`config.mk`:
```
export PLATFORM = sky130hd
export DESIGN_NAME = fcep_host
export DESIGN_NICKNAME = d
export VERILOG_FILES = /design/src/hdl/fcep_pkg.sv /design/src/hdl/fcep_host.sv
export SDC_FILE = /design/constraint.sdc
export NUM_CORES = 1
export LEC_CHECK = 0
export BUFFER_PORTS_ARGS = -buffer_cell sky130_fd_sc_hd__buf_2
export CORE_UTILIZATION = 46
export CTS_CLUSTER_DIAMETER = 40
export DETAILED_ROUTE_END_ITERATION = 7
export PLACE_DENSITY = 0.66
export SLEW_MARGIN = 20
export SYNTH_ARGS = -nofsm -noshare
export SYNTH_HDL_FRONTEND = slang
export SYNTH_SLANG_ARGS = --single-unit
```
`constraint.sdc`:
```
create_clock -name mclk -period 4.1 [get_ports mclk]
set_input_delay 0.205 -clock mclk [delete_from_list [all_inputs] [get_ports mclk]]
set_output_delay 0.205 -clock mclk [all_outputs]
set_load 0.1 [all_outputs]
```
`src/hdl/fcep_pkg.sv`:
```
// Constants, timing and state encodings for the flash erase/program host sequencer
package fcep_pkg;
    localparam int ADDR_W = 18;
    localparam int DATA_W = 8;
    localparam int TIMER_W = 20;
    localparam int RETRY_W = 10;
    localparam int BCNT_W = 4;

    localparam int CLK_PERIOD_NS = 20;

    // Least time in ns to whole clock cycles, never below one
    function automatic int fcepCycles(input int ns);
        int c;
        c = (ns + CLK_PERIOD_NS - 1) / CLK_PERIOD_NS;
        return (c < 1) ? 1 : c;
    endfunction : fcepCycles

    localparam int WRITE_PULSE_NS = 50;
    localparam int ACCESS_NS = 200;
    localparam int VPP_SETUP_NS = 100;
    localparam int RECOVERY_US = 6;
    localparam int PROG_PULSE_US = 10;
    localparam int ERASE_PULSE_MS = 10;
    localparam int WRITE_PULSE_CYC = fcepCycles(WRITE_PULSE_NS);
    localparam int ACCESS_CYC = fcepCycles(ACCESS_NS);
    localparam int VPP_SETUP_CYC = fcepCycles(VPP_SETUP_NS);
    localparam int RECOVERY_CYC = fcepCycles(RECOVERY_US * 1000);
    localparam int PROG_PULSE_CYC = fcepCycles(PROG_PULSE_US * 1000);
    localparam int ERASE_PULSE_CYC = fcepCycles(ERASE_PULSE_MS * 1000000);

    localparam int PROG_TRIES = 25;
    localparam int ERASE_TRIES = 1000;
    localparam int ARRAY_BYTES = 262144;

    localparam logic [DATA_W-1:0] CMD_ERASE_ARM = 8'h20;
    localparam logic [DATA_W-1:0] CMD_ERASE_CHECK = 8'ha0;
    localparam logic [DATA_W-1:0] CMD_PROG_ARM = 8'h40;
    localparam logic [DATA_W-1:0] CMD_PROG_CHECK = 8'hc0;
    localparam logic [DATA_W-1:0] ERASED_BYTE = 8'hff;
    localparam logic [DATA_W-1:0] PREPROG_BYTE = 8'h00;

    localparam logic [1:0] OP_READ = 2'h0;
    localparam logic [1:0] OP_PROGRAM = 2'h1;
    localparam logic [1:0] OP_ERASE = 2'h2;

    typedef enum logic [15:0] {
        A_IDLE  = 16'h0001,
        A_VPP   = 16'h0002,
        A_READ  = 16'h0004,
        A_PARM  = 16'h0008,
        A_PDATA = 16'h0010,
        A_PWAIT = 16'h0020,
        A_PCHK  = 16'h0040,
        A_PRCV  = 16'h0080,
        A_PRD   = 16'h0100,
        A_EARM  = 16'h0200,
        A_EGO   = 16'h0400,
        A_EWAIT = 16'h0800,
        A_ECHK  = 16'h1000,
        A_ERCV  = 16'h2000,
        A_ERD   = 16'h4000,
        A_DONE  = 16'h8000
    } fcep_alg_e;

    typedef enum logic [4:0] {
        B_IDLE   = 5'h01,
        B_SETUP  = 5'h02,
        B_STROBE = 5'h04,
        B_HOLD   = 5'h08,
        B_READ   = 5'h10
    } fcep_bus_e;
endpackage : fcep_pkg

```
`src/hdl/fcep_host.sv`:
```
// Host sequencer driving a bulk-erase flash through its strobe pins
`timescale 1ns/1ps

// Overview of operation
// - Erase and program start only after two consecutive command writes.
// - Erase starts on the second of two erase arm writes.
// - Host times a 10 ms erase pulse before the erase check.
// - Erase check carries an address; host compares the byte with FFH.
// - After each good erase compare, check the next address in sequence.
// - Failed erase compare repeats erase, at most 1000 times.
// - Every byte is programmed before an erase is started.
// - Program is an arm write, then a write with address and data.
// - Host times a 10 us program pulse before the program check.
// - After a good program compare, an erase restarts the sequence for the next byte; a program command ends.
// - Failed program compare repeats that byte, at most 25 times.
module fcep_host
    import fcep_pkg::*;
#(
    parameter int ERASE_PULSE_CYCLES = ERASE_PULSE_CYC,
    parameter int ARRAY_SIZE = ARRAY_BYTES
) (
    // Clock and reset
    input wire logic mclk,
    input wire logic rstn,
    // User command port
    input wire logic cmdValid,
    output logic cmdReady,
    input wire logic [1:0] cmdOp,
    input wire logic [ADDR_W-1:0] cmdAddr,
    input wire logic [DATA_W-1:0] cmdData,
    output logic rspValid,
    output logic [DATA_W-1:0] rspData,
    output logic rspError,
    // Flash pins
    output logic [ADDR_W-1:0] addressLines,
    input wire logic [DATA_W-1:0] dataLinesIn,
    output logic [DATA_W-1:0] dataLinesOut,
    output logic dataLinesOeN,
    output logic chipSelectN,
    output logic writeStrobeN,
    output logic outputGateN,
    output logic vppOn
);
    fcep_alg_e algQ, algD;
    fcep_bus_e busQ, busD;
    logic [TIMER_W-1:0] timer_q;
    logic [BCNT_W-1:0] busCnt_q;
    logic [ADDR_W-1:0] addr_q;
    logic [DATA_W-1:0] pgmData_q;
    logic [DATA_W-1:0] rdData_q;
    logic [RETRY_W-1:0] retry_q;
    logic eraseOp_q;
    logic err_q;
    logic vpp_q;
    logic busDone_q;
    logic busWriting_q;
    logic [ADDR_W-1:0] addrPin_q;
    logic [DATA_W-1:0] dataPin_q;
    logic tLoad;
    logic [TIMER_W-1:0] tVal;
    logic tDone;
    logic algBus;
    logic busWrite;
    logic busGo;
    logic [DATA_W-1:0] busData;
    logic [DATA_W-1:0] wantByte;
    logic verifyOk;
    logic lastAddr;
    logic progGiveUp;
    logic eraseGiveUp;

    assign tDone = (timer_q == '0);
    assign algBus = (algQ == A_READ) || (algQ == A_PARM) || (algQ == A_PDATA)
        || (algQ == A_PCHK) || (algQ == A_PRD) || (algQ == A_EARM)
        || (algQ == A_EGO) || (algQ == A_ECHK) || (algQ == A_ERD);
    assign busWrite = !((algQ == A_READ) || (algQ == A_PRD) || (algQ == A_ERD));
    assign busGo = algBus && (busQ == B_IDLE) && !busDone_q;
    assign wantByte = (algQ == A_ERD) ? ERASED_BYTE : pgmData_q;
    assign verifyOk = (rdData_q == wantByte);
    assign lastAddr = (addr_q == ADDR_W'(ARRAY_SIZE - 1));
    assign progGiveUp = (retry_q == RETRY_W'(PROG_TRIES - 1));
    assign eraseGiveUp = (retry_q == RETRY_W'(ERASE_TRIES - 1));

    always_comb begin
        busData = '0;
        if (algQ == A_PARM) begin
            busData = CMD_PROG_ARM;
        end else if (algQ == A_PDATA) begin
            busData = pgmData_q;
        end else if (algQ == A_PCHK) begin
            busData = CMD_PROG_CHECK;
        end else if ((algQ == A_EARM) || (algQ == A_EGO)) begin
            busData = CMD_ERASE_ARM;
        end else if (algQ == A_ECHK) begin
            busData = CMD_ERASE_CHECK;
        end
    end

    // Operation sequencing
    always_comb begin
        algD = algQ;
        tLoad = 1'b0;
        tVal = '0;
        case (algQ)
            A_IDLE: begin
                if (cmdValid) begin
                    if (cmdOp == OP_PROGRAM || cmdOp == OP_ERASE) begin
                        algD = A_VPP;
                        tLoad = 1'b1;
                        tVal = TIMER_W'(VPP_SETUP_CYC);
                    end else begin
                        algD = A_READ;
                    end
                end
            end
            A_VPP: if (tDone) algD = A_PARM;
            A_READ: if (busDone_q) algD = A_DONE;
            A_PARM: if (busDone_q) algD = A_PDATA;
            A_PDATA: begin
                if (busDone_q) begin
                    algD = A_PWAIT;
                    tLoad = 1'b1;
                    tVal = TIMER_W'(PROG_PULSE_CYC);
                end
            end
            A_PWAIT: if (tDone) algD = A_PCHK;
            A_PCHK: begin
                if (busDone_q) begin
                    algD = A_PRCV;
                    tLoad = 1'b1;
                    tVal = TIMER_W'(RECOVERY_CYC);
                end
            end
            A_PRCV: if (tDone) algD = A_PRD;
            A_PRD: begin
                if (busDone_q) begin
                    if (verifyOk) begin
                        if (!eraseOp_q) algD = A_DONE;
                        else if (lastAddr) algD = A_EARM;
                        else algD = A_PARM;
                    end else begin
                        algD = progGiveUp ? A_DONE : A_PARM;
                    end
                end
            end
            A_EARM: if (busDone_q) algD = A_EGO;
            A_EGO: begin
                if (busDone_q) begin
                    algD = A_EWAIT;
                    tLoad = 1'b1;
                    tVal = TIMER_W'(ERASE_PULSE_CYCLES);
                end
            end
            A_EWAIT: if (tDone) algD = A_ECHK;
            A_ECHK: begin
                if (busDone_q) begin
                    algD = A_ERCV;
                    tLoad = 1'b1;
                    tVal = TIMER_W'(RECOVERY_CYC);
                end
            end
            A_ERCV: if (tDone) algD = A_ERD;
            A_ERD: begin
                if (busDone_q) begin
                    if (verifyOk) algD = lastAddr ? A_DONE : A_ECHK;
                    else algD = eraseGiveUp ? A_DONE : A_EARM;
                end
            end
            A_DONE: algD = A_IDLE;
            default: algD = A_IDLE;
        endcase
    end

    always_ff @(posedge mclk) begin
        if (!rstn) algQ <= A_IDLE;
        else algQ <= algD;
    end

    always_ff @(posedge mclk) begin
        if (!rstn) timer_q <= '0;
        else if (tLoad) timer_q <= tVal;
        else if (!tDone) timer_q <= timer_q - 1'b1;
    end

    // Operation context: cursor, data, retries, outcome
    always_ff @(posedge mclk) begin
        if (!rstn) begin
            addr_q <= '0;
            pgmData_q <= '0;
            eraseOp_q <= 1'b0;
        end else if (algQ == A_IDLE && cmdValid) begin
            eraseOp_q <= (cmdOp == OP_ERASE);
            addr_q <= (cmdOp == OP_ERASE) ? '0 : cmdAddr;
            pgmData_q <= (cmdOp == OP_ERASE) ? PREPROG_BYTE : cmdData;
        end else if (busDone_q && verifyOk && eraseOp_q
                     && (algQ == A_PRD || algQ == A_ERD)) begin
            addr_q <= lastAddr ? '0 : addr_q + 1'b1;
        end
    end

    always_ff @(posedge mclk) begin
        if (!rstn) retry_q <= '0;
        else if (algQ == A_IDLE) retry_q <= '0;
        else if (busDone_q && algQ == A_PRD) retry_q <= verifyOk ? '0 : retry_q + 1'b1;
        else if (busDone_q && algQ == A_ERD && !verifyOk) retry_q <= retry_q + 1'b1;
    end

    always_ff @(posedge mclk) begin
        if (!rstn) err_q <= 1'b0;
        else if (algQ == A_IDLE) err_q <= 1'b0;
        else if (busDone_q && !verifyOk
                 && ((algQ == A_PRD && progGiveUp) || (algQ == A_ERD && eraseGiveUp)))
            err_q <= 1'b1;
    end

    // Supply held high only across program and erase operations
    always_ff @(posedge mclk) begin
        if (!rstn) vpp_q <= 1'b0;
        else if (algQ == A_IDLE && cmdValid && (cmdOp == OP_PROGRAM || cmdOp == OP_ERASE))
            vpp_q <= 1'b1;
        else if (algQ == A_DONE) vpp_q <= 1'b0;
    end

    // Pin cycle engine
    always_comb begin
        busD = busQ;
        case (busQ)
            B_IDLE: if (busGo) busD = busWrite ? B_SETUP : B_READ;
            B_SETUP: busD = B_STROBE;
            B_STROBE: if (busCnt_q == '0) busD = B_HOLD;
            B_HOLD: busD = B_IDLE;
            B_READ: if (busCnt_q == '0) busD = B_IDLE;
            default: busD = B_IDLE;
        endcase
    end

    always_ff @(posedge mclk) begin
        if (!rstn) busQ <= B_IDLE;
        else busQ <= busD;
    end

    always_ff @(posedge mclk) begin
        if (!rstn) busCnt_q <= '0;
        else if (busQ == B_SETUP) busCnt_q <= BCNT_W'(WRITE_PULSE_CYC - 1);
        else if (busGo && !busWrite) busCnt_q <= BCNT_W'(ACCESS_CYC - 1);
        else if (busCnt_q != '0) busCnt_q <= busCnt_q - 1'b1;
    end

    always_ff @(posedge mclk) begin
        if (!rstn) busDone_q <= 1'b0;
        else busDone_q <= (busQ == B_HOLD) || (busQ == B_READ && busCnt_q == '0);
    end

    // Address and data stay put from setup through hold
    always_ff @(posedge mclk) begin
        if (!rstn) begin
            addrPin_q <= '0;
            dataPin_q <= '0;
            busWriting_q <= 1'b0;
        end else if (busGo) begin
            addrPin_q <= addr_q;
            dataPin_q <= busData;
            busWriting_q <= busWrite;
        end
    end

    always_ff @(posedge mclk) begin
        if (!rstn) rdData_q <= '0;
        else if (busQ == B_READ && busCnt_q == '0) rdData_q <= dataLinesIn;
    end

    assign addressLines = addrPin_q;
    assign dataLinesOut = dataPin_q;
    // Host releases the data lines before the gate opens, so no contention
    assign dataLinesOeN = !(busWriting_q && (busQ == B_STROBE || busQ == B_HOLD));
    assign chipSelectN = (busQ == B_IDLE);
    assign writeStrobeN = (busQ != B_STROBE);
    assign outputGateN = (busQ != B_READ);
    assign vppOn = vpp_q;

    assign cmdReady = (algQ == A_IDLE);
    assign rspValid = (algQ == A_DONE);
    assign rspData = rdData_q;
    assign rspError = err_q;
endmodule : fcep_host

```
[After elaboration in Yosys (flattened, before gate mapping)]
Cells that the tools add are included.
Word-level totals
  bits in registers: 120
Operators by class
  reductions and logical operators: 52
  equal/unequal tests: 48
  mux-type cells: 60
  add/subtract/negate cells: 4
  bitwise operators: 1
Operators with widths (number)
  $mux 16: 21
  $pmux 16 s15: 1
  $pmux 19 s4: 1
  $mux 18: 4
  $mux 8: 7
  $mux 10: 4
  $mux 20: 2
  $ne 2x2->1 const B: 18
  $logic_not 20->1: 1
  $mux 5: 4
  $pmux 5 s4: 1
  $sub 20x1->20 const B: 1
  $mux 19: 1
  $add 18x1->18 const B: 1
  $eq 18x18->1 const B: 1
  $mux 9: 2
  $logic_and 1x1->1: 17
  $eq 16x1->1 const B: 1
  $eq 16x10->1 const B: 1
  $eq 16x11->1 const B: 1
  $eq 16x12->1 const B: 1
  $eq 16x13->1 const B: 1
  $eq 16x14->1 const B: 1
  $eq 16x15->1 const B: 1
  other kinds (41): 71

[Logic depth before layout (Yosys ltp)]
Gate-level depths: netlist of the first run.
  depth in word-level cells: 14
  mapped depth: 11
  mapped depth without buffers: 9

[Worst setup path before layout of the first run]
Ideal clock, no wire load.
  path kind: register to register
  from: reg algQ[13]
  to: reg timer_q[17]
  data required time: 3985 ps
  cell stages (with the launch flop): 11
  setup slack: 744 ps
  data arrival time: 3241 ps
  setup time: 115 ps
  cells stage by stage: dfxtp_1 -> clkbuf_1 -> or4_1 -> clkbuf_1 -> or4_1 -> inv_1 -> nand2_1 -> nor2_2 -> or2_2 -> nor3_1 -> o21a_1
Between the ends
  elaborated cells between the ends (all ways): 11
  those cells by class: eq/ne: 6; mux: 3; reduce/logical: 2
RTL lines
  start: declaration: RTL line fcep_host.sv:44  | fcep_alg_e algQ, algD;
  start signal: assignment: RTL line fcep_host.sv:176  | else algQ <= algD;
  $eq 16x1->1 *
  named net cmdReady: RTL line fcep_host.sv:27  | output logic cmdReady,
  $pmux 1 s2 or $pmux 19 s4 (tied branches): RTL line fcep_host.sv:104  | case (algQ)
  $ne 2x2->1 (no source line) or $mux 20 (tied branches)
  end signal: assignment: RTL line fcep_host.sv:181  | else if (tLoad) timer_q <= tVal;
  end signal: assignment: RTL line fcep_host.sv:182  | else if (!tDone) timer_q <= timer_q - 1'b1;
  end: declaration: RTL line fcep_host.sv:46  | logic [TIMER_W-1:0] timer_q;
The timed path passes the listed nets; every way through them passes the cells marked *.
A chain may end at the register's enable or synchronous reset.

[Worst setup path in the final report of the first run]
  from: reg algQ[9]
  to: reg addr_q[17]
Between the ends
  cells in the longest elaborated chain, start to end: 7
  elaborated cells between the ends (all ways): 12
  those cells by class: eq/ne: 4; mux: 2; reduce/logical: 6
Ends and longest elaborated chain
  $eq 16x15->1: RTL line fcep_host.sv:78, fcep_host.sv:196
  $mux 8: RTL line fcep_host.sv:78  | assign wantByte = (algQ == A_ERD) ? ERASED_BYTE : pgmData_q;
  $eq 8x8->1: RTL line fcep_host.sv:79  | assign verifyOk = (rdData_q == wantByte);
  $logic_and 1x1->1 (2 in a row): RTL line fcep_host.sv:195  | end else if (busDone_q && verifyOk && eraseOp_q
  $logic_and 1x1->1: RTL line fcep_host.sv:196  | && (algQ == A_PRD || algQ == A_ERD)) begin
  $reduce_bool 2->1 (no source line)
  end signal: assignment: RTL line fcep_host.sv:193  | addr_q <= (cmdOp == OP_ERASE) ? '0 : cmdAddr;
  end signal: assignment: RTL line fcep_host.sv:197  | addr_q <= lastAddr ? '0 : addr_q + 1'b1;
  end: declaration: RTL line fcep_host.sv:48  | logic [ADDR_W-1:0] addr_q;
Several ways; a longest one is shown, not always the timed one.

==> impl_results.md, run 1 <==
* Hold path start: dataLinesIn[4]
* Initial antenna violation count at 0
* Post-CTS Resized at 0
* # clock sinks at 120
* Diode count at 0
* Vias in the first global route at 5629
* Number of buffers added on ports at 80
* Worst EP arrival at 3520 ps
* CP required at 4400 ps
* Peak VDD IR at 0.000282 V
* Static Leak at 0.00290 uW
* First drt pass iteration count at 5
* Skew-Pair Late Insertion Delay at 420 ps
* Post-route clock period utilization at 78.4%
* Worst hold path depth at 3
* Post-layout nets at 891
* Dpl cell area at 0.00676 mm^2
* Top cells by area, synth: dfxtp_1 39%, nor2_1 6.5%, nand2_1 6.0%, a21oi_1 4.8%, xnor2_1 3.2%
* Gp weighted congestion at 0.913
* Cts bufs inserted at 17
* Hold_ws at 11.7 ps
* Crit-path max FO at 12
* # IOs at 81
* Post-Synth Adder-Cell Area at 1.21%
* Placed Cells at 1003
* Crit path kind: reg -> reg
* Clock-pin slew of the registers on the worst-case setup and hold paths at 50 ps
* Synth Net Count at 816
* Post-synth cell types at 69
* First-pass GRT wire length at 28300 um
* Post-Syn Area per Cell at 8.07 um^2
* H-Tree Depth at 4
* Post-synth top flop: dfxtp_1
* Total routed wirelength at 17400 um
* CP Capture Type: flop
* CTS tree: done
* Final Skew at 8.58 ps
* Die Ht at 118 um
* DP HPWL at 12500 um
* Post-Synth Simple-Gate Area at 32.1%
* Reg2reg path depth at 7
* Tot GR Track Use at 25.6%
* CTS Hold Bufs at 0
* Die width at 118 um
* Initial Utilization at 47.0%
* Core area at 0.0132 mm^2
* DRC at 0
* Number of synthesized flops with an enable pin at 0
* Main combinational cell family by area after synthesis: simple AND/OR/NAND/NOR gates
* Largest net degree at the start of global routing at 47
* FF-to-FF End: addr_q[17]
* Status: finished, final reports clean
* Clk Tree Root Cell: clkbuf_16
* Layout cell share with drive strength beyond 1 at 18.2%
* Hold EP: rspData[4]
* Setup violators final at 0
* Final TNS setup at 0 ps
* Most common cell after layout, fill and taps aside: dfxtp_1
* Async S/R FF share, synth at 0%
* Antenna viol nets, final at 0
* CTS max path bufs at 2
* Cell Pwr Density at 610 mW/mm^2
* Via/cell ratio at 5.81
* Maxcap violations at 0
* CP startpoint kind: flop
* DR WL/cell at 16.8 um
* P&R area growth vs syn at 18.7%
* Mapped Cells at 771
* Measured slew at the worst slew-check pin at 923 ps
* Final Instance Area at 0.00739 mm^2
* Total global routing overflow at 0
* Synth Area in XOR/XNOR at 5.35%
* Total Power at 4510 uW
* Seq cells post-synth at 120
* Peak Freq at 0.311 GHz
* Standard-cell rows at 42
* Reg2Reg Setup Slack at 880 ps
* Setup bufs post-CTS at 0
* Ys Warns at 0
* Area leader, netlist: dfxtp_1
* Netlist Area Pre-Place at 0.00622 mm^2
* Non-Filler Instances at 1035
* Worst rel slew slack at 37.9%
* Die ar. at 0.0140 mm^2
* RSZ-0062 raised after global routing: false
* Hold Vio Cnt, Final at 0
* Post-synthesis sequential area ratio at 38.6%
* Via count at 6015
* Yosys top cell area share at 38.6%
* DRT iter0 DRCs at 450
* Worst R2R Start: algQ[9]
* Layout fillers at 1278
* Post-synthesis compound-gate area fraction at 17.2%
* Commonest cells after routing, fill and taps aside: 120 x dfxtp_1, 107 x nor2_1, 100 x nand2_1, 80 x buf_2, 60 x a21oi_1
* Slew Limit Fails at 0
* Post-layout min period at 3220 ps
* Mux cell area share after synthesis at 1.77%
* Hold crit path type: in -> reg
## worst max path at each step
stage,startpoint,endpoint,slack [ps],cells after the start
5_1_grt,algQ[9],addr_q[17],730,7
4_1_cts,algQ[9],addr_q[14],950,7
2_1_floorplan,algQ[13],timer_q[17],740,10
3_5_place_dp,algQ[9],addr_q[14],990,7
6_report,algQ[9],addr_q[17],880,7
3_3_place_gp,algQ[9],addr_q[14],980,7
## registers in the layout, indices dropped and copies added (netlist names), 4 cells and up
signal / cells
timer_q: 20
addr_q: 18
busQ: 5
dataLinesOut: 8
addressLines: 18
rspData: 8
pgmData_q: 8
busCnt_q: 4
retry_q: 10
algQ: 16
## cell type report
| type | instances | area [um^2] | share of cell area [%] |
|---|---|---|---|
| sequential | 120 | 2400 | 32.5 |
| multi-input combinational | 600 | 3590 | 48.6 |
| clock inverter | 10 | 143 | 1.93 |
| inverter | 15 | 56.3 | 0.762 |
| clock buffer | 22 | 484 | 6.55 |
| timing repair buffer | 92 | 490 | 6.64 |
| tap | 176 | 220 | 2.98 |
## metal layers
layer	track usage (%)	wire length, um	part of all wire (%)	vias to the layer above
li1	-	-	-	2942
met1	34.6	8250	47	2827
met2	39.4	7870	45	221
met3	5.55	1030	5.9	25
met4	10.3	277	1.6	0
met5	0	0	0	-
## worst max-delay path, stage by stage (launching register included)
cell and delay [ps]:
dfxtp_1 400, or4_1 670, nor4_1 650, nor3_1 280
o2111ai_2 320, nand2_1 360, o21ai_0 340, nor2_1 70
## per-stage QoR
step / util, % / setup slack (ps)
6_report: 55.8 / 884
5_1_grt: 55.8 / 731
4_1_cts: 55.8 / 953
3_5_place_dp: 51.1 / 986
3_3_place_gp: 51.1 / 975
2_1_floorplan: - / 744
## synth_stat cells, types with 6 or more instances
master	count
a22oi_1	7
nor3b_1	17
ha_1	6
clkbuf_1	23
xor2_1	15
mux2i_1	11
a221oi_1	7
inv_1	14
or4_1	8
dfxtp_1	120
and2_1	7
o21a_1	11
nor4_1	15
nor4b_1	11
or3_1	9
a211oi_1	7
xnor2_1	23
buf_2	9
nand4_1	20
nor3_1	32
o21ai_0	17
nand2_1	100
nor2_1	107
nand3_1	21
and3_1	8
a21oi_1	60
## report_power, final
| part | switching, uW | internal [uW] | leakage (uW) |
|---|---|---|---|
| registers | 152 | 1300 | 0.000973 |
| clock network | 533 | 1020 | 0.000295 |
| logic | 987 | 516 | 0.00163 |
## kinds of logic (layout without fill, tap and decap cells)
kind of cell,count (synthesis),count (layout)
compound gates,155,155
xor+xnor,38,38
fa+ha+maj,6,6
buf+inv,51,139
flops,120,120
mux,11,11
simple gates,390,390
No activity file was read; power rests on OpenSTA's default activity.
==> run 2, diff against run 1 <==
clock period = 3.3 ns   (was 4.1 ns; I/O delays follow)
==> run 2 against run 1 <==
Compared with the run above: hold slack got worse by 7.3 ps; clock-buffer cell count down 2; via count up 3.3%; combinational power up 30%; clock skew down 2.7 ps; critical path type unchanged; critical endpoint is now addr_q[14].
==> impl_results.md, run 2 (synthesis results as in run 1) <==
* Status: finished, final reports clean
* Worst EP arrival at 3320 ps
* Max reg flops at 20
* Measured slew at the worst slew-check pin at 944 ps
* Peak Freq at 0.328 GHz
* Via count at 6216
* DR WL/cell at 16.7 um
* Cts bufs inserted at 17
* DRC at 0
* Setup violators final at 0
* First-pass GRT wire length at 28400 um
* Pre-CTS setup slack at 276 ps
* Final TNS setup at 0 ps
* Number of buffers added on ports at 80
* Post-layout min period at 3050 ps
* Die ar. at 0.0140 mm^2
* Most common cell after layout, fill and taps aside: dfxtp_1
* Vias in the first global route at 5750
* Antenna viol nets, final at 0
* Diode count at 0
* Largest net degree at the start of global routing at 41
* Slew Limit Fails at 0
* Standard-cell rows at 42
* Commonest cells after routing, fill and taps aside: 120 x dfxtp_1, 107 x nor2_1, 100 x nand2_1, 80 x buf_2, 60 x a21oi_1
* # clock sinks at 120
* Core area at 0.0132 mm^2
* Gp weighted congestion at 0.927
* Clock-pin slew of the registers on the worst-case setup and hold paths at 60 ps
* P&R area growth vs syn at 21.5%
* Tot GR Track Use at 25.8%
* Total routed wirelength at 17600 um
* Maxcap violations at 0
* CP required at 3570 ps
* Largest Register: timer_q
* Worst rel slew slack at 36.8%
* Cell Pwr Density at 755 mW/mm^2
* Skew-Pair Late Insertion Delay at 430 ps
* Peak VDD IR at 0.000348 V
* CP Capture Type: flop
* Crit path kind: reg -> reg
* Total global routing overflow at 0
* Final Instance Area at 0.00756 mm^2
* Die Ht at 118 um
* Clk Tree Root Cell: clkbuf_16
* Static Leak at 0.00299 uW
* Metal2 WL at 8040 um
* Post-route clock period utilization at 92.4%
* # IOs at 81
* Layout cell share with drive strength beyond 1 at 19.1%
* RSZ-0062 raised after global routing: false
* Via/cell ratio at 5.89
* DP HPWL at 12700 um
* CTS max path bufs at 2
* Hold_ws at 4.43 ps
* Hold crit path type: in -> reg
* Uppermost layer routed: met4
* Crit-path max FO at 12
* Setup bufs post-CTS at 0
* Initial antenna violation count at 0
* Routed wl met3 at 803 um
* Total Power at 5710 uW
* Setup ws final at 251 ps
* Post-layout nets at 912
* Dpl cell area at 0.00686 mm^2
* WL met1 at 8210 um
* Layout fillers at 1268
* DRT iter0 DRCs at 469
* Initial Utilization at 47.0%
* Final Skew at 5.86 ps
* CP startpoint kind: flop
* CTS tree: done
* First drt pass iteration count at 5
* Hold Vio Cnt, Final at 0
* Die width at 118 um
* H-Tree Depth at 4
==> run 2: changes by cell type in the layout (fill, tap and decap cells not counted), sizes merged <==
cell         delta
buf            +13
dlygate4sd3     +8
clkbuf          -2
bufinv          +1
clkinv          -1
clkinvlp        +1
==> run 2: per-layer routing <==
layer | global-route usage, % | vias to the layer above
met3 | 5.45 | 51
met4 | 12.9 | 0
met5 | 0 | -
li1 | - | 2984
met1 | 33.3 | 2987
met2 | 40.7 | 194
==> run 2: critical path: stages, from the launching register on <==
cell and delay (ps):
dfxtp_1 350, or4_1 680, or4_4 620, nor3_4 330
o2111ai_2 180, nand2_1 410, mux2i_1 240, a211oi_1 70
==> run 2: area by class of cell <==
class / count / area [um^2] / area share [%]
flip-flops and latches: 120 / 2400 / 31.8
repair buffers: 113 / 668 / 8.83
multi-input cells: 600 / 3590 / 47.5
well taps: 176 / 220 / 2.91
inverters: 15 / 60.1 / 0.794
clock inverters: 11 / 173 / 2.28
clock buffers: 20 / 447 / 5.91
==> run 2: what timing repair did <==
action	4_1_cts	5_1_grt
gates resized for setup	0	0
hold buffers	8	0
hold endpoints to repair	8	0
==> run 2: power breakdown <==
group	leakage (uW)	switching, uW	internal, uW
Sequential	0.000973	186	1620
Clock	0.000289	672	1280
Combinational	0.00172	1270	686
==> run 2: path summary, 6_finish.rpt <==
path                                  startpoint  cells past startpoint  slack [ps]               end
worst max-delay path                     algQ[4]                      7         250        addr_q[14]
worst min-delay path              dataLinesIn[1]                      3           4        rspData[1]
worst max register to register           algQ[4]                      7         250        addr_q[14]
worst min register to register  addressLines[11]                      2         450  addressLines[11]
==> run 2: metrics by stage <==
step / std cells / util [%]
2_1_floorplan: 771 / -
3_3_place_gp: 1016 / 51.8
3_5_place_dp: 1016 / 51.8
4_1_cts: 1055 / 57.1
5_1_grt: 1055 / 57.1
6_report: 1055 / 57.1
==> run 3, diff against run 2 <==
--- a/config.mk
+++ b/config.mk
@@ -6,4 +6,5 @@
 export NUM_CORES = 1
 export LEC_CHECK = 0
+export ABC_AREA = 1
 export BUFFER_PORTS_ARGS = -buffer_cell sky130_fd_sc_hd__buf_2
 export CORE_UTILIZATION = 46
==> constraint.sdc (replaced) <==
create_clock -name mclk -period 3.3 [get_ports mclk]
set_input_delay 0.33 -clock mclk [delete_from_list [all_inputs] [get_ports mclk]]
set_output_delay 0.33 -clock mclk [all_outputs]
set_load 0.1 [all_outputs]
==> run 3 against run 2 <==
Compared with the run above: power increased by 28%; highest routed layer unchanged; largest power group unchanged; core utilization is 1.5 points lower; largest cell class unchanged; critical path depth rose by 4; final area fell by 3.1%; maximum frequency grew 11%; first-iteration DRC count decreased by 12%; synthesized cell count rose by 19%; clock skew rose by 4.0 ps; via count is 2.1% lower.
==> impl_results.md, run 3 <==
* Crit-path max FO at 11
* CP Capture Type: flop
* Tot GR Track Use at 24.3%
* Static Leak at 0.00321 uW
* Final Instance Area at 0.00733 mm^2
* Post-route clock period utilization at 83.4%
* Post-synth top flop: dfxtp_1
* Ys Warns at 0
* Final TNS setup at 0 ps
* Max reg flops at 20
* P&R area growth vs syn at 18.0%
* Cell Pwr Density at 995 mW/mm^2
* First drt pass iteration count at 5
* Mapped Cells at 917
* Via/cell ratio at 5.15
* FF-to-FF End: timer_q[7]
* Post-CTS Resized at 0
* Dpl cell area at 0.00673 mm^2
* Skew-Pair Late Insertion Delay at 430 ps
* Measured slew at the worst slew-check pin at 703 ps
* CTS Hold Bufs at 0
* # clock sinks at 120
* Worst EP arrival at 3040 ps
* Setup bufs post-CTS at 0
* CTS max path bufs at 2
* Final Skew at 9.87 ps
* Antenna viol nets, final at 0
* # IOs at 81
* Standard-cell rows at 42
* Initial Utilization at 47.1%
* Synth Net Count at 962
* DP HPWL at 11500 um
* CP required at 3580 ps
* Via count at 6086
* Area leader, netlist: dfxtp_1
* Initial antenna violation count at 0
* Most common cell after layout, fill and taps aside: nand2_1
* DR WL/cell at 13.6 um
* Reg2reg path depth at 11
* Post-synthesis sequential area ratio at 38.7%
* Die width at 118 um
* Cell with the most instances after synthesis: nand2_1
* Async S/R FF share, synth at 0%
* Die ar. at 0.0140 mm^2
* Commonest cells after routing, fill and taps aside: 208 x nand2_1, 120 x dfxtp_1, 106 x nor2_1, 105 x inv_1, 80 x buf_2
* DRC at 0
* Hold Vio Cnt, Final at 0
* CTS tree: done
* Layout cell share with drive strength beyond 1 at 14.5%
* Worst hold path depth at 3
* RSZ-0062 raised after global routing: false
* Post-synth cell types at 41
* First-pass GRT wire length at 27100 um
* Vias in the first global route at 5722
* Hold crit path type: in -> reg
* Cts bufs inserted at 17
* Seq cells post-synth at 120
* Reg2Reg Setup Slack at 550 ps
* Top cells by area, synth: dfxtp_1 39%, nand2_1 13%, nor2_1 6.4%, a21oi_1 6.4%, inv_1 6.3%
* Post-layout min period at 2750 ps
* Die Ht at 118 um
* Hold EP: rspData[2]
* Yosys top cell area share at 38.7%
* Post-Syn Area per Cell at 6.77 um^2
* Worst R2R Start: algQ[12]
* Total global routing overflow at 0
* Hold path start: dataLinesIn[2]
* CP startpoint kind: flop
* Slew Limit Fails at 0
* Clock-pin slew of the registers on the worst-case setup and hold paths at 50 ps
* Layout fillers at 1285
* Gp weighted congestion at 0.911
* Peak Freq at 0.363 GHz
* H-Tree Depth at 4
* Netlist Area Pre-Place at 0.00621 mm^2
* Number of buffers added on ports at 80
* Most frequent cells after synthesis: 208 x nand2_1, 120 x dfxtp_1, 106 x nor2_1, 105 x inv_1, 79 x a21oi_1
* Number of synthesized flops with an enable pin at 0
* Largest net degree at the start of global routing at 51
* Crit path launch: algQ[12]
* DRT iter0 DRCs at 413
* Largest Register: timer_q
* Worst rel slew slack at 52.9%
* Total routed wirelength at 16100 um
* Setup violators final at 0
* Clk Tree Root Cell: clkbuf_16
* Core area at 0.0132 mm^2
* Status: finished, final reports clean
* Post-layout nets at 1039
* Peak VDD IR at 0.000667 V
* Crit path kind: reg -> reg
* Maxcap violations at 0
* Diode count at 0
-- run 3: cell types whose count changed after synthesis, moves of 15 or more --
cell     previous run  this run
a21oi_1            60        79
xnor2_1            23         8
nand3_1            21        57
o21ai_0            17        50
inv_1              14       105
nand2_1           100       208
-- run 3: stage by stage --
step	total power, uW	hold WS (ps)	utilization [%]	setup WS, ps	cells
global route	7820	142	55.6	256	1182
global placement	5420	449	51.0	616	1151
floorplan	4730	445	-	91.5	917
detailed placement	5430	444	51.0	639	1151
CTS	7320	117	55.6	615	1182
finish	7300	125	55.6	549	1182
-- run 3: power by group --
group	internal (uW)	switching (uW)	leakage, uW
clock	1220	646	0.000294
combinational	944	2350	0.00194
sequential	1810	323	0.000976
total	3980	3320	0.00321
-- run 3: worst max path at each step --
stage | endpoint | cells past startpoint
finish | timer_q[7] | 11
global placement | timer_q[7] | 11
global route | timer_q[5] | 11
detailed placement | timer_q[7] | 11
floorplan | dataLinesOut[6] | 8
CTS | timer_q[7] | 11
-- run 3: logic make-up (layout without fill, tap and decap cells) --
kind of cell    after synthesis  count (layout)  synth area share, %
simple gates                459             459                 32.6
compound gates              173             173                 15.4
buf+inv                     137             226                 9.00
flops                       120             120                 38.7
xor+xnor                     22              22                 3.10
fa+ha+maj                     6               6                 1.21
-- run 3: area by class of cell --
type	instances	area, um^2	area share [%]
Multi-Input combinational cell	660	3260	44.4
Sequential cell	120	2400	32.8
Clock buffer	24	512	6.98
Timing Repair Buffer	85	438	5.97
Inverter	110	413	5.63
Tap cell	176	220	3.00
Clock inverter	7	90.1	1.23
-- run 3: per-layer routing --
| metal | track usage [%] | wire length (um) | vias up |
|---|---|---|---|
| met1 | 30.8 | 7560 | 2767 |
| met5 | 0 | 0 | - |
| li1 | - | - | 3163 |
| met4 | 8.89 | 253 | 0 |
| met2 | 40.7 | 7590 | 135 |
| met3 | 4.97 | 720 | 21 |
-- run 3: critical path, cell delays in order, from the launching register on --
cell and delay [ps]:
dfxtp_1 390, nor2_2 90, nand2_2 120, nor2_4 70, nand2_2 130, inv_1 150
nor2_1 310, a31oi_1 190, nor2_1 580, inv_1 130, nor2_1 360, nor3_1 90
